`src/include/sxs_pkg.sv`:
```
// Package with constants and types for the subtract, xor, swap and sleep executor.
package sxs_pkg;

  // ==========================================================================
  // Widths
  // ==========================================================================
  localparam int DATA_W = 8;
  localparam int FADDR_W = 7;
  localparam int RADDR_W = 8;

  // ==========================================================================
  // Register offsets (byte addresses)
  // ==========================================================================
  localparam logic [7:0] OFS_ACC = 8'h00;
  localparam logic [7:0] OFS_STATUS = 8'h04;
  localparam logic [7:0] OFS_DIR_A = 8'h08;
  localparam logic [7:0] OFS_DIR_B = 8'h0C;
  localparam logic [7:0] OFS_DIR_C = 8'h10;
  localparam logic [7:0] OFS_CTRL = 8'h14;

  // ==========================================================================
  // Status field positions
  // ==========================================================================
  localparam int ST_CARRY_BIT = 0;
  localparam int ST_NIBBLE_BIT = 1;
  localparam int ST_ZERO_BIT = 2;
  localparam int ST_SLEEP_BIT = 3;
  localparam int ST_EXPIRY_BIT = 4;

  // Control field positions.
  localparam int CTRL_WAKE_BIT = 0;
  localparam int CTRL_ASLEEP_BIT = 1;

  // ==========================================================================
  // Reset values
  // ==========================================================================
  localparam logic [7:0] RST_ACC = 8'h00;
  localparam logic [7:0] RST_DIR = 8'hFF;
  localparam logic RST_CARRY = 1'b0;
  localparam logic RST_NIBBLE = 1'b0;
  localparam logic RST_ZERO = 1'b0;
  localparam logic RST_SLEEP_FLAG = 1'b1;
  localparam logic RST_EXPIRY_FLAG = 1'b1;

  // Direction-load operand codes.
  localparam logic [6:0] DIR_SEL_A = 7'h05;
  localparam logic [6:0] DIR_SEL_B = 7'h06;
  localparam logic [6:0] DIR_SEL_C = 7'h07;

  // ==========================================================================
  // Types
  // ==========================================================================
  typedef enum logic [2:0] {
    OP_NONE = 3'h0,
    OP_SLEEP = 3'h1,
    OP_SUB = 3'h2,
    OP_SUB_BORROW = 3'h3,
    OP_NIBBLE_EXCHANGE = 3'h4,
    OP_XOR_IMMEDIATE = 3'h5,
    OP_XOR_FILE = 3'h6,
    OP_DIRECTION_LOAD = 3'h7
  } sxs_op_t;

  typedef enum logic [1:0] {
    RUN = 2'b00,
    ASLEEP = 2'b01,
    WAKING = 2'b11
  } sxs_state_t;

  typedef struct packed {
    sxs_op_t op;
    logic [FADDR_W-1:0] faddr;
    logic dest;
    logic [DATA_W-1:0] literal;
    logic [DATA_W-1:0] fdata;
  } sxs_instr_t;

  typedef struct packed {
    logic valid;
    logic [FADDR_W-1:0] addr;
    logic [DATA_W-1:0] data;
  } sxs_fwrite_t;

  typedef struct packed {
    logic expiry_flag;
    logic sleep_entry_flag;
    logic zero;
    logic nibble_carry_flag;
    logic carry;
  } sxs_status_t;

endpackage

```
`src/core/sxs_exec.sv`:
```
// Executor for sleep, subtract, nibble exchange, xor and direction-load instructions.
//
// Notes on behaviour
// - Sleep halts execution and stops oscillator.
// - Sleep clears sleep flag, sets expiry flag.
// - Sleep clears watchdog count and prescaler.
// - Subtract: file minus accumulator, update flags.
// - Subtract with borrow uses inverted carry.
// - Destination 0 accumulator, 1 file register.
// - Nibble exchange swaps halves, flags unchanged.
// - Xor immediate into accumulator, zero only.
// - Xor file to destination, zero only.
// - Direction load: 5 A, 6 B, 7 C.
`timescale 1ns/1ps
`default_nettype none

module sxs_exec #(
  parameter int DIR_W = 8
) (
  // Clock and reset.
  input wire logic mclk,
  input wire logic rstn,
  // Instruction issue from decode.
  input wire logic issue_valid,
  input wire sxs_pkg::sxs_instr_t issue,
  // Wake request pin.
  input wire logic wake_pin,
  // Register port.
  input wire logic [sxs_pkg::RADDR_W-1:0] reg_addr,
  input wire logic [sxs_pkg::DATA_W-1:0] reg_wdata,
  input wire logic reg_wr,
  input wire logic reg_rd,
  output logic [sxs_pkg::DATA_W-1:0] reg_rdata,
  // Datapath results.
  output logic [sxs_pkg::DATA_W-1:0] acc,
  output sxs_pkg::sxs_fwrite_t file_write,
  output sxs_pkg::sxs_status_t status,
  output logic [DIR_W-1:0] port_a_direction,
  output logic [DIR_W-1:0] port_b_direction,
  output logic [DIR_W-1:0] port_c_direction,
  // Power control.
  output logic watchdog_clear,
  output logic osc_run,
  output logic asleep
);
  import sxs_pkg::*;

  // ==========================================================================
  // Arithmetic helpers
  // ==========================================================================
  // Returns {carry, nibble carry, result} of f + ~w + cin.
  // Carry out high means no borrow was taken.
  function automatic logic [DATA_W+1:0] sub_fn(
    input logic [DATA_W-1:0] f,
    input logic [DATA_W-1:0] w,
    input logic cin
  );
    logic [DATA_W:0] full;
    logic [4:0] low;
    full = {1'b0, f} + {1'b0, ~w} + {{DATA_W{1'b0}}, cin};
    low = {1'b0, f[3:0]} + {1'b0, ~w[3:0]} + {4'h0, cin};
    sub_fn = {full[DATA_W], low[4], full[DATA_W-1:0]};
  endfunction

  function automatic logic is_zero(input logic [DATA_W-1:0] v);
    is_zero = (v == '0);
  endfunction

  // ==========================================================================
  // Registers
  // ==========================================================================
  sxs_state_t state_ff;
  sxs_state_t nxt_state;
  logic [DATA_W-1:0] acc_ff;
  sxs_fwrite_t fwr_ff;
  sxs_status_t stat_ff;
  logic [DIR_W-1:0] dir_a_ff;
  logic [DIR_W-1:0] dir_b_ff;
  logic [DIR_W-1:0] dir_c_ff;
  logic wdt_clr_ff;
  logic osc_run_ff;
  logic asleep_ff;
  logic [DATA_W-1:0] rdata_ff;
  logic wake_meta_ff;
  logic wake_sync_ff;

  // ==========================================================================
  // Execute decode
  // ==========================================================================
  logic exec;
  logic [DATA_W+1:0] sub_res;
  logic [DATA_W-1:0] result;
  logic res_valid;
  logic upd_carry;
  logic upd_zero;
  logic sw_wake;

  assign exec = issue_valid && (state_ff == RUN);
  assign sw_wake = reg_wr && (reg_addr == OFS_CTRL) && reg_wdata[CTRL_WAKE_BIT];

  always_comb begin
    // Borrow input is the inverted carry; plain subtract has no borrow in.
    if (issue.op == OP_SUB_BORROW) begin
      sub_res = sub_fn(issue.fdata, acc_ff, stat_ff.carry);
    end else begin
      sub_res = sub_fn(issue.fdata, acc_ff, 1'b1);
    end
  end

  always_comb begin
    result = '0;
    res_valid = 1'b0;
    upd_carry = 1'b0;
    upd_zero = 1'b0;
    case (issue.op)
      OP_SUB, OP_SUB_BORROW: begin
        result = sub_res[DATA_W-1:0];
        res_valid = 1'b1;
        upd_carry = 1'b1;
        upd_zero = 1'b1;
      end
      OP_NIBBLE_EXCHANGE: begin
        result = {issue.fdata[3:0], issue.fdata[7:4]};
        res_valid = 1'b1;
      end
      OP_XOR_IMMEDIATE: begin
        result = acc_ff ^ issue.literal;
        res_valid = 1'b1;
        upd_zero = 1'b1;
      end
      OP_XOR_FILE: begin
        result = acc_ff ^ issue.fdata;
        res_valid = 1'b1;
        upd_zero = 1'b1;
      end
      default: begin
        result = '0;
      end
    endcase
  end

  // Results go to the file register only for file operations with destination 1.
  logic to_file;
  logic to_acc;
  assign to_file = exec && res_valid && issue.dest && (issue.op != OP_XOR_IMMEDIATE);
  assign to_acc = exec && res_valid && !to_file;

  // ==========================================================================
  // Power state machine
  // ==========================================================================
  always_comb begin
    nxt_state = state_ff;
    case (state_ff)
      RUN: begin
        if (exec && issue.op == OP_SLEEP) begin
          nxt_state = ASLEEP;
        end
      end
      ASLEEP: begin
        if (wake_sync_ff || sw_wake) begin
          nxt_state = WAKING;
        end
      end
      WAKING: begin
        nxt_state = RUN;
      end
      default: begin
        nxt_state = RUN;
      end
    endcase
  end

  always_ff @(posedge mclk or negedge rstn) begin
    if (!rstn) begin
      state_ff <= RUN;
    end else begin
      state_ff <= nxt_state;
    end
  end

  // The oscillator is stopped while asleep and restarted on the wake edge.
  always_ff @(posedge mclk or negedge rstn) begin
    if (!rstn) begin
      osc_run_ff <= 1'b1;
      asleep_ff <= 1'b0;
    end else begin
      osc_run_ff <= (nxt_state != ASLEEP);
      asleep_ff <= (nxt_state != RUN);
    end
  end

  // One-cycle pulse that clears the watchdog count and its prescaler.
  always_ff @(posedge mclk or negedge rstn) begin
    if (!rstn) begin
      wdt_clr_ff <= 1'b0;
    end else begin
      wdt_clr_ff <= exec && (issue.op == OP_SLEEP);
    end
  end

  // Wake pin synchroniser.
  always_ff @(posedge mclk or negedge rstn) begin
    if (!rstn) begin
      wake_meta_ff <= 1'b0;
      wake_sync_ff <= 1'b0;
    end else begin
      wake_meta_ff <= wake_pin;
      wake_sync_ff <= wake_meta_ff;
    end
  end

  // ==========================================================================
  // Accumulator
  // ==========================================================================
  // An instruction result wins over a software write in the same cycle.
  always_ff @(posedge mclk or negedge rstn) begin
    if (!rstn) begin
      acc_ff <= RST_ACC;
    end else if (to_acc) begin
      acc_ff <= result;
    end else if (reg_wr && reg_addr == OFS_ACC) begin
      acc_ff <= reg_wdata;
    end
  end

  // ==========================================================================
  // File register write-back
  // ==========================================================================
  always_ff @(posedge mclk or negedge rstn) begin
    if (!rstn) begin
      fwr_ff <= '0;
    end else begin
      fwr_ff.valid <= to_file;
      fwr_ff.addr <= issue.faddr;
      fwr_ff.data <= result;
    end
  end

  // ==========================================================================
  // Status flags
  // ==========================================================================
  // Hardware updates win over a software write to the status register.
  // Sleep and expiry flags are read-only to software; other units reset them.
  // One process owns the whole status word so that it has a single driver.
  always_ff @(posedge mclk or negedge rstn) begin
    if (!rstn) begin
      stat_ff.carry <= RST_CARRY;
      stat_ff.nibble_carry_flag <= RST_NIBBLE;
      stat_ff.zero <= RST_ZERO;
      stat_ff.sleep_entry_flag <= RST_SLEEP_FLAG;
      stat_ff.expiry_flag <= RST_EXPIRY_FLAG;
    end else begin
      if (exec && (upd_carry || upd_zero)) begin
        if (upd_carry) begin
          stat_ff.carry <= sub_res[DATA_W+1];
          stat_ff.nibble_carry_flag <= sub_res[DATA_W];
        end
        stat_ff.zero <= is_zero(result);
      end else if (reg_wr && reg_addr == OFS_STATUS) begin
        stat_ff.carry <= reg_wdata[ST_CARRY_BIT];
        stat_ff.nibble_carry_flag <= reg_wdata[ST_NIBBLE_BIT];
        stat_ff.zero <= reg_wdata[ST_ZERO_BIT];
      end
      if (exec && issue.op == OP_SLEEP) begin
        stat_ff.sleep_entry_flag <= 1'b0;
        stat_ff.expiry_flag <= 1'b1;
      end
    end
  end

  // ==========================================================================
  // Port direction registers
  // ==========================================================================
  logic dir_ld;
  assign dir_ld = exec && (issue.op == OP_DIRECTION_LOAD);

  always_ff @(posedge mclk or negedge rstn) begin
    if (!rstn) begin
      dir_a_ff <= RST_DIR[DIR_W-1:0];
    end else if (dir_ld && issue.faddr == DIR_SEL_A) begin
      dir_a_ff <= acc_ff[DIR_W-1:0];
    end else if (reg_wr && reg_addr == OFS_DIR_A) begin
      dir_a_ff <= reg_wdata[DIR_W-1:0];
    end
  end

  always_ff @(posedge mclk or negedge rstn) begin
    if (!rstn) begin
      dir_b_ff <= RST_DIR[DIR_W-1:0];
    end else if (dir_ld && issue.faddr == DIR_SEL_B) begin
      dir_b_ff <= acc_ff[DIR_W-1:0];
    end else if (reg_wr && reg_addr == OFS_DIR_B) begin
      dir_b_ff <= reg_wdata[DIR_W-1:0];
    end
  end

  // Operands other than the three codes match no register above.
  always_ff @(posedge mclk or negedge rstn) begin
    if (!rstn) begin
      dir_c_ff <= RST_DIR[DIR_W-1:0];
    end else if (dir_ld && issue.faddr == DIR_SEL_C) begin
      dir_c_ff <= acc_ff[DIR_W-1:0];
    end else if (reg_wr && reg_addr == OFS_DIR_C) begin
      dir_c_ff <= reg_wdata[DIR_W-1:0];
    end
  end

  // ==========================================================================
  // Register read port
  // ==========================================================================
  logic [DATA_W-1:0] rd_mux;

  always_comb begin
    rd_mux = '0;
    case (reg_addr)
      OFS_ACC: rd_mux = acc_ff;
      OFS_STATUS: begin
        rd_mux[ST_CARRY_BIT] = stat_ff.carry;
        rd_mux[ST_NIBBLE_BIT] = stat_ff.nibble_carry_flag;
        rd_mux[ST_ZERO_BIT] = stat_ff.zero;
        rd_mux[ST_SLEEP_BIT] = stat_ff.sleep_entry_flag;
        rd_mux[ST_EXPIRY_BIT] = stat_ff.expiry_flag;
      end
      OFS_DIR_A: rd_mux[DIR_W-1:0] = dir_a_ff;
      OFS_DIR_B: rd_mux[DIR_W-1:0] = dir_b_ff;
      OFS_DIR_C: rd_mux[DIR_W-1:0] = dir_c_ff;
      OFS_CTRL: rd_mux[CTRL_ASLEEP_BIT] = asleep_ff;
      default: rd_mux = '0;
    endcase
  end

  // Read data stand for the one cycle after the strobe, zero otherwise.
  always_ff @(posedge mclk or negedge rstn) begin
    if (!rstn) begin
      rdata_ff <= '0;
    end else if (reg_rd) begin
      rdata_ff <= rd_mux;
    end else begin
      rdata_ff <= '0;
    end
  end

  // ==========================================================================
  // Outputs
  // ==========================================================================
  assign reg_rdata = rdata_ff;
  assign acc = acc_ff;
  assign file_write = fwr_ff;
  assign status = stat_ff;
  assign port_a_direction = dir_a_ff;
  assign port_b_direction = dir_b_ff;
  assign port_c_direction = dir_c_ff;
  assign watchdog_clear = wdt_clr_ff;
  assign osc_run = osc_run_ff;
  assign asleep = asleep_ff;

endmodule // sxs_exec

`default_nettype wire

```
`config.mk`:
```
export PLATFORM = sky130hd
export DESIGN_NAME = sxs_exec
export DESIGN_NICKNAME = d
export VERILOG_FILES = /design/src/include/sxs_pkg.sv /design/src/core/sxs_exec.sv
export SDC_FILE = /design/constraint.sdc
export NUM_CORES = 1
export LEC_CHECK = 0
export BUFFER_PORTS_ARGS = -buffer_cell sky130_fd_sc_hd__buf_4
export CAP_MARGIN = 40
export CORE_MARGIN = 3
export CORE_UTILIZATION = 48
export DETAILED_ROUTE_END_ITERATION = 12
export GPL_ROUTABILITY_DRIVEN = 0
export PLACE_DENSITY = 0.85
export SETUP_SLACK_MARGIN = 0.02
export SYNTH_ARGS = -nofsm -noshare
export SYNTH_HDL_FRONTEND = slang
export SYNTH_SLANG_ARGS = --single-unit
```
`constraint.sdc`:
```
create_clock -name mclk -period 3 [get_ports mclk]
set_input_delay 0.3 -clock mclk [delete_from_list [all_inputs] [get_ports mclk]]
set_output_delay 0.3 -clock mclk [all_outputs]
set_load 0.01 [all_outputs]
```
==> run metrics, run 1 <==
H-tree levels 3; DRC 0; final hold violation count 0; I/O pins ~110; Num Clock Sinks 67; Yosys top cell by area dfrtp_1; crit-path most repeated cell inv_1; outcome completed; Setup violations, final 0; Setup crit start kind flip-flop; area grow syn2layout 32.11%; largest cells by area after synthesis dfrtp_1 (25%), dfstp_2 (17%), mux2i_1 (6.9%); Cell Rows 32; drt pass-1 iters 5; clock slew at reported path FFs roughly 0.07 ns; Die Ht roughly 98 microns; kind of critical path flip-flop to flip-flop; final wirelength roughly 13000 microns; CP cell instances inv_1, ha_4, inv_1, fa_2, inv_1, ha_2, xnor2_2, nor2_1, a311o_1, nor4_2, o211ai_1, o41ai_2; register bit total from synthesis between 60 and 70; Syn. warnings 0; CP max FO 3; Max IR drop VDD 0.3703 mV; Avg WL per Cell 19.13 microns; crit share post-route around 98%; most frequent cells in the layout buf_4 (130), a21oi_1 (48), dfrtp_1 (41); DP Wirelength between 9000 and 10000 microns; Buffers on Ports about 110; register area ~1700 sq um; CP required about 3.2 ns; largest net degree at the start of global routing 68; Avg Inst Size Synth about 9.4 sq um; crit-path max cell delay between 0.5 and 0.6 ns; Root Buffer clkbuf_8; dpl ws -0.02734 ns; crit path buf inv count 3; Initial Util between 50% and 60%; Pleak about 0.0026 uW; core footprint roughly 8000 sq um; mapped cell area just over 4000 sq um; max frequency roughly 340 MHz; FFs w/ async S/R, synth between 90% and 100%; nets ~600; multi-input logic area around 2300 sq um; max_slew headroom between 40% and 50%; fin. max-slew vios 0; commonest non-fill, non-tap cell in the layout buf_4; Max-Cap Viols 0; EDFF count, synth 0; width of the die around 98 microns; Final Power 4076 uW; CTS tree done; CP endpoint kind flip-flop; first-pass GRT wire length ~20000 microns; n_diodes 0; via count about 4000; most common flop cell mapped by yosys dfrtp_1; Final Skew 0.006171 ns; final core utilization between 60% and 70%; CTS Buf Count 9; Worst path slowest cell fa_2; Slew @ Worst Pin approximately 0.83 ns; post-synthesis sequential area ratio between 40% and 50%; die area ~9600 sq um; via/cell ratio around 6.1; post-synthesis instance total between 400 and 500; GRT overflow 0; antenna viol nets, final 0; vias in the first global route between 3000 and 4000; worst skew pair latency 0.34 ns; Synth Net Count 493; worst setup margin approximately 0.075 ns; Cell variety after synth 67; worst path arrival time 3.17 ns; layout cell share with drive strength beyond 1 35.84%; CP top delay family adder cells; Clock Tree Buf Depth 2; initial antenna violation count 0; Initial DRC Count 393; Pwr Density 757.8 nW/um^2; worst min-delay path class primary input to asynchronous set/reset pin; min Tclk post-route 2.925 ns; RSZ-0062 raised after global routing true; area share of the largest cell type after synthesis between 20% and 30%; total track usage roughly 26%; # fillers 600
-- worst register-to-register path, stage by stage (launching register included) --
cell and delay, ns:
dfrtp_1 0.38, inv_1 0.10, ha_4 0.16, inv_1 0.06, fa_2 0.57, inv_1 0.05
ha_2 0.21, xnor2_2 0.13, nor2_1 0.05, a311o_1 0.33, nor4_2 0.28, o211ai_1 0.15
o41ai_2 0.35
-- registers in the layout, summed over array words and instances (netlist names) --
| name | cells |
|---|---|
| wake_sync_ff | 1 |
| port_b_direction | 8 |
| wake_meta_ff | 1 |
| osc_run | 1 |
| file_write | 16 |
| reg_rdata | 8 |
| state_ff | 2 |
| acc | 8 |
| status | 4 |
| watchdog_clear | 1 |
| port_c_direction | 8 |
| port_a_direction | 8 |
| asleep | 1 |
-- layer usage --
layer  share of wire (%)  track usage (%)
met5                   0                0
met4                 3.2            11.50
met3                 8.8            6.143
met2                  49            42.20
met1                  39            32.71
-- through the flow --
step / hold slack, ns / setup TNS, ns / instance area, sq um / std cells
5_1_grt: 0.04873 / -0.05168 / 5379 / 660
4_1_cts: 0.05519 / 0 / 5295 / 657
3_3_place_gp: 0.3348 / 0 / 5069 / 641
6_report: 0.03662 / 0 / 5379 / 660
3_5_place_dp: 0.3595 / -0.02734 / 5069 / 641
2_1_floorplan: 0.004409 / 0 / 4075 / 433
-- logic make-up after synthesis --
| logic type | count (synthesis) | synth area share, % |
|---|---|---|
| flops | 67 | 41.98 |
| xor+xnor | 22 | 5.101 |
| compound gates | 121 | 20.65 |
| mux | 29 | 7.160 |
| fa+ha+maj | 11 | 3.565 |
| buf+inv | 43 | 4.149 |
| other cells | 1 | 0.09211 |
| simple gates | 139 | 17.30 |
-- final timing paths --
path | from | depth (start not counted) | to | slack, ns
setup / recovery | acc[0] | 12 | status[2] | 0.07
setup reg to reg | acc[0] | 12 | status[2] | 0.07
max in group asynchronous | rstn | 1 | wake_meta_ff | 2.40
min in group mclk | wake_pin | 1 | wake_meta_ff | 0.07
hold / removal | rstn | 1 | reg_rdata[5] | 0.04
hold reg to reg | wake_meta_ff | 0 | wake_sync_ff | 0.37
-- layout make-up --
class / count / share of cell area, %
clock inverters: 4 / 1.372
repair buffers: 130 / 18.14
flip-flops and latches: 67 / 31.77
well taps: 102 / 2.373
multi-input cells: 323 / 42.10
clock buffers: 12 / 2.698
inverters: 22 / 1.535
-- power breakdown --
part / total [uW] / switching, uW / internal, uW
logic: 2020 / 1120 / 904
registers: 1220 / 134 / 1090
clock network: 831 / 340 / 492
total: 4080 / 1590 / 2490
-- synthesized netlist by cell type (3+ instances only) --
cell	count
a211oi_1	9
clkbuf_1	17
a21o_1	4
o21ai_0	11
nand3b_1	4
inv_1	22
and3_1	6
dfstp_2	26
a21oi_1	48
ha_1	10
a22oi_1	6
buf_2	3
xnor2_1	15
nor2_2	3
nor2b_1	6
nor2_1	40
a221oi_1	3
a222oi_1	6
nor3_1	8
o31ai_1	3
nand2b_1	7
mux2i_1	28
and2_1	3
nand2_1	37
o21ai_1	3
nand4_1	3
dfrtp_1	41
xor2_1	6
nand3_1	7
-- repair_timing --
item | CTS | global route
hold buffers | 0 | 0
resized for setup | 2 | 10
endpoints found under the setup margin | 1 | 2
pin swaps | 1 | 8
buffers inserted | 0 | 3
(Power assumes the default switching activity.)
==> inputs of run 2 (changes only) <==
ABC_AREA = 1   (was default)
CELL_PAD_IN_SITES_DETAIL_PLACEMENT = 1   (was default)
CELL_PAD_IN_SITES_GLOBAL_PLACEMENT = 1   (was default)
CORE_UTILIZATION = 34   (was 48)
PLACE_DENSITY = 0.84   (was 0.85)
==> run 2 against run 1 <==
  * Synthesized area increased by 1.2%
  * Largest cell class unchanged
  * Global-route usage is 2.8 points lower
  * Critical path type unchanged
  * Register-to-register slack improved by 0.28 ns
  * Via count increased by 8.1%
  * Sequential cell count stayed put
  * Die area increased by 40%
  * First-iteration DRC count shrank 60%
  * Clock skew is essentially flat
  * Sequential share of layout area fell by 0.081 points
  * Synthesized cell count rose by 25%
==> run metrics, run 2 <==
cell area after layout between 5000 and 6000 sq um; Max IR drop VDD 0.3677 mV; layout cell share with drive strength beyond 1 slightly below 30%; worst path arrival time roughly 2.9 ns; CP endpoint kind flip-flop; Slew @ Worst Pin about 0.87 ns; reg2reg end acc[6]; outcome completed; Setup crit start kind flip-flop; Initial Util roughly 35%; beginning of the critical path acc[0]; Yosys top cell by area dfrtp_1; antenna viol nets, final 0; die area between 10000 and 15000 sq um; Num Clock Sinks between 60 and 70; Clock Tree Buf Depth 2; Initial DRC Count 159; area grow syn2layout 30.84%; critical path depth 16; most common flop cell mapped by yosys dfrtp_1; commonest non-fill, non-tap cell in the layout nand2_1; crit path buf inv count 3; Max-Cap Viols 0; CTS tree done; Pleak 0.002701 uW; crit-path max cell delay approximately 0.41 ns; nets approximately 720; Cell Rows 39; sequential power share between 30% and 40%; vias in the first global route 4688; simple-gate share of the synthesized area 28.99%; r2r worst-path depth 16; max frequency approximately 380 MHz; Avg WL per Cell ~19 microns; main combinational cell family by area after synthesis simple AND/OR/NAND/NOR gates; Avg Inst Size Synth roughly 7.6 sq um; crit path to acc[6]; I/O pins around 110; worst skew pair latency ~0.33 ns; Final Instance Count excl. Fillers a little over 800; register bit total from synthesis between 60 and 70; fin. max-slew vios 0; min Tclk post-route approximately 2.6 ns; Synth Net Count ~600; DP Wirelength 11930 microns; Placed Instance Area between 5000 and 6000 sq um; area share of the largest cell type after synthesis between 20% and 30%; post-CTS setup buffer count 0; mapped cell area 4121 sq um; CTS Buf Count 9; Die Ht between 100 and 150 microns; DRC 0; # fillers 1467; CP required 3.21 ns; total track usage between 20% and 30%; initial antenna violation count 0; hold_buf cts 0; largest net degree at the start of global routing roughly 70; Combinational Power Share 43.0%; via count 4333; DP Cell Count 789; clock slew at reported path FFs about 0.06 ns; kind of critical path flip-flop to flip-flop; Setup violations, final 0; crit-path most repeated cell nand2_1; Final Skew between 0.006 and 0.007 ns; Crit Reg-Reg Startpoint acc[0]; Post-synth top cells nand2_1 (123), inv_1 (78), nand3_1 (57); final wirelength 15260 microns; post-synthesis instance total roughly 540; Largest register FFs 16; H-tree levels 3; largest cells by area after synthesis dfrtp_1 (25%), dfstp_2 (17%), nand2_1 (11%); crit share post-route slightly below 90%; drt pass-1 iters 4; n_diodes 0; Pwr Density about 760 nW/um^2; Worst path slowest cell dfrtp_1; width of the die around 120 microns; post-synthesis adder-cell area fraction ~3.5%; Cell variety after synth 46; Synth Area in Compound Gates between 10% and 20%; reg2reg setup slack about 0.36 ns; setup TNS 0 ns; Sw Share just over 40%; max_slew headroom roughly 42%; switching power roughly 1700 uW; FFs w/ async S/R, synth 100.0%; multiplexer share of the synthesized area 0%; RSZ-0062 raised after global routing false; post-CTS sizing 0; CP max FO 7; Buffers on Ports ~110; Root Buffer clkbuf_16; Clock power frac between 20% and 30%; Syn. warnings 0; EDFF count, synth 0; post-synthesis sequential area ratio between 40 and 50%; core footprint ~12000 sq um; CP cell instances inv_2, ha_1, inv_1, fa_1, inv_1, nand3_1, nand2_2, nand2_1, nand2_1, nand3_1, nor2_1, nand2_1, nand3_1, nand2_1, nor2_1, o22ai_1; worst min-delay path class primary input to flip-flop; top-count cell post-synth nand2_1; CP top delay family simple AND/OR/NAND/NOR gates; first-pass GRT wire length between 20000 and 25000 microns; via/cell ratio approximately 5.4; most frequent cells in the layout nand2_1 (123), buf_4 (113), inv_1 (77); final hold violation count 0; GRT overflow 0; Pint around 2400 uW; Post-Synth XOR/XNOR Area less than 1%
==> run 2: power by group through the flow <==
stage	Clock [uW]	Combinational, uW	Sequential (uW)
4_1_cts	1080	1760	1270
3_5_place_dp	0	1740	1280
6_report	1070	1760	1270
3_3_place_gp	0	1660	1280
2_1_floorplan	0	974	1300
5_1_grt	1130	1960	1300
==> run 2: worst min-delay path by stage <==
stage                  from           end  slack (ns)  cells past startpoint
2_1_floorplan          rstn        acc[0]       0.004                      0
3_3_place_gp   wake_meta_ff  wake_sync_ff        0.33                      0
3_5_place_dp   wake_meta_ff  wake_sync_ff        0.35                      0
4_1_cts            wake_pin  wake_meta_ff        0.06                      1
5_1_grt            wake_pin  wake_meta_ff        0.06                      1
6_report           wake_pin  wake_meta_ff        0.07                      1
==> run 2: layer usage <==
layer | track usage, % | routed length, microns
met1 | 29.16 | 6337
met2 | 40.24 | 7738
met3 | 5.492 | 964
met4 | 5.414 | 216
met5 | 0 | 0
==> run 2: kinds of logic after synthesis <==
kind of cell	after synthesis
other	1
and+or+nand+nor	261
buffers and inverters	96
DFF	67
xor gates and xnor gates	2
AOI/OAI and AO/OA	103
adders and majority gates	11
==> run 2: through the flow <==
stage | setup slack [ns] | hold WS [ns] | power (uW) | util [%]
4_1_cts | 0.2692 | 0.06260 | 4112 | 46.43
5_1_grt | 0.09153 | 0.06002 | 4393 | 46.43
3_5_place_dp | 0.3119 | 0.3510 | 3026 | 43.86
2_1_floorplan | 0.6698 | 0.004409 | 2275 | -
3_3_place_gp | 0.4997 | 0.3343 | 2939 | 43.86
6_report | 0.3554 | 0.07419 | 4104 | 46.43
==> run 2: cell type report <==
type / count / area, sq um / area share, %
Tap cell: 143 / 178.9 / 3.318
Sequential cell: 67 / 1709 / 31.69
Clock buffer: 14 / 264.0 / 4.896
Multi-Input combinational cell: 378 / 2027 / 37.59
Inverter: 88 / 330.3 / 6.125
Clock inverter: 2 / 35.03 / 0.6497
Timing Repair Buffer: 113 / 848.3 / 15.73
==> inputs of run 3 (changes only) <==
REMOVE_ABC_BUFFERS = 1   (was default)
==> run 3 against run 2 <==
  * First-iteration DRC count is 65% higher
  * Sequential share of layout area is 0.15 points higher
  * Clock power is 9% lower
==> run metrics, run 3 (synthesized netlist as in run 2, its figures left out) <==
outcome completed; Avg WL per Cell 18.87 microns; DP Cell Count between 700 and 800; CTS Buf Count 9; die area 13480 sq um; Initial DRC Count around 260; n_diodes 0; DRC 0; final hold violation count 0; commonest non-fill, non-tap cell in the layout nand2_1; final wirelength between 15000 and 20000 microns; beginning of the critical path acc[0]; core footprint roughly 12000 sq um; kind of critical path flip-flop to flip-flop; antenna viol nets, final 0; RSZ-0062 raised after global routing false; largest net degree at the start of global routing between 60 and 70; hold_buf cts 0; Crit Reg-Reg Startpoint acc[0]; vias in the first global route about 4500; crit share post-route 87.68%; setup TNS 0 ns; Setup crit start kind flip-flop; CTS tree done; worst path arrival time roughly 2.8 ns; min Tclk post-route ~2.6 ns; max_slew headroom a little over two fifths; nets just over 700; via count about 4300; Pwr Density about 750 nW/um^2; most frequent cells in the layout nand2_1 (123), buf_4 (113), inv_1 (77); worst hold slack around 0.074 ns; Initial Util a little over a third; Max-Cap Viols 0; layout cell share with drive strength beyond 1 28.85%; reg2reg setup slack approximately 0.37 ns; fin. max-slew vios 0; Final Skew 0.005841 ns; Cell Rows 39; Clock Tree Buf Depth 2; first-pass GRT wire length approximately 24000 microns; drt pass-1 iters 4; DP Wirelength between 10000 and 15000 microns; Largest register FFs 16; Pleak about 0.0027 uW; CP max FO 7; Final Instance Count excl. Fillers around 810; final core utilization a little under half; initial antenna violation count 0; H-tree levels 3; GRT overflow 0; Num Clock Sinks 67; CP endpoint kind flip-flop; CP required ~3.2 ns; Root Buffer clkbuf_16; Slew @ Worst Pin approximately 0.86 ns; total track usage 22.94%; post-CTS setup buffer count 0; width of the die approximately 120 microns; Die Ht around 120 microns; clock slew at reported path FFs ~0.05 ns; Buffers on Ports 111; worst skew pair latency 0.34 ns; post-CTS sizing 0; Hold Crit Start wake_pin; max frequency roughly 380 MHz; Setup violations, final 0; via/cell ratio ~5.3; area grow syn2layout 30.24%; worst min-delay path class primary input to flip-flop; Max IR drop VDD about 0.47 mV; I/O pins about 110
-- run 3: changes by cell type in the layout (fill, tap and decap cells not counted) --
cell	before	now
bufinv_16	1	0
clkinv_2	1	2
-- run 3: report_power, final --
group          internal (uW)  total [uW]  switching (uW)
combinational            643        1760            1120
sequential              1110        1270             163
clock                    602         979             377
-- run 3: final timing paths --
check	endpoint	cells after the start
max reg2reg	acc[6]	16
min in group asynchronous	reg_rdata[4]	1
max in group asynchronous	wake_sync_ff	1
min	wake_meta_ff	1
min reg2reg	wake_sync_ff	0
max	acc[6]	16
-- run 3: stage by stage --
stage          setup slack (ns)  instance area [sq um]  power (uW)
2_1_floorplan            0.6696                   4066        2264
3_3_place_gp             0.4982                   5094        2939
5_1_grt                 0.09656                   5368        4308
6_report                 0.3695                   5368        4014
3_5_place_dp             0.3007                   5094        3028
4_1_cts                  0.2900                   5368        4030
-- run 3: worst max-delay path, cell delays in order (launching register included) --
cell	delay, ns
dfrtp_1	0.41
inv_2	0.15
ha_1	0.22
inv_1	0.06
fa_1	0.39
inv_1	0.11
nand3_1	0.13
nand2_2	0.15
nand2_1	0.07
nand2_1	0.07
nand3_1	0.11
nor2_1	0.16
nand2_1	0.10
nand3_1	0.09
nand2_1	0.09
nor2_1	0.11
o22ai_1	0.09
-- run 3: area by class of cell --
type	instances	area, sq um
clock buffer	14	264.0
multi-input combinational	378	2027
tap	143	178.9
sequential	67	1709
fill	1457	6246
timing repair buffer	113	848.3
clock inverter	2	10.01
inverter	88	330.3
-- run 3: layer usage --
metal / vias up / GRT usage [%] / share of wire, %
li1: 2036 / - / -
met1: 2112 / 29.67 / 43
met2: 136 / 39.32 / 50
met3: 19 / 4.974 / 6.2
met4: 0 / 5.568 / 1.2
met5: - / 0 / 0
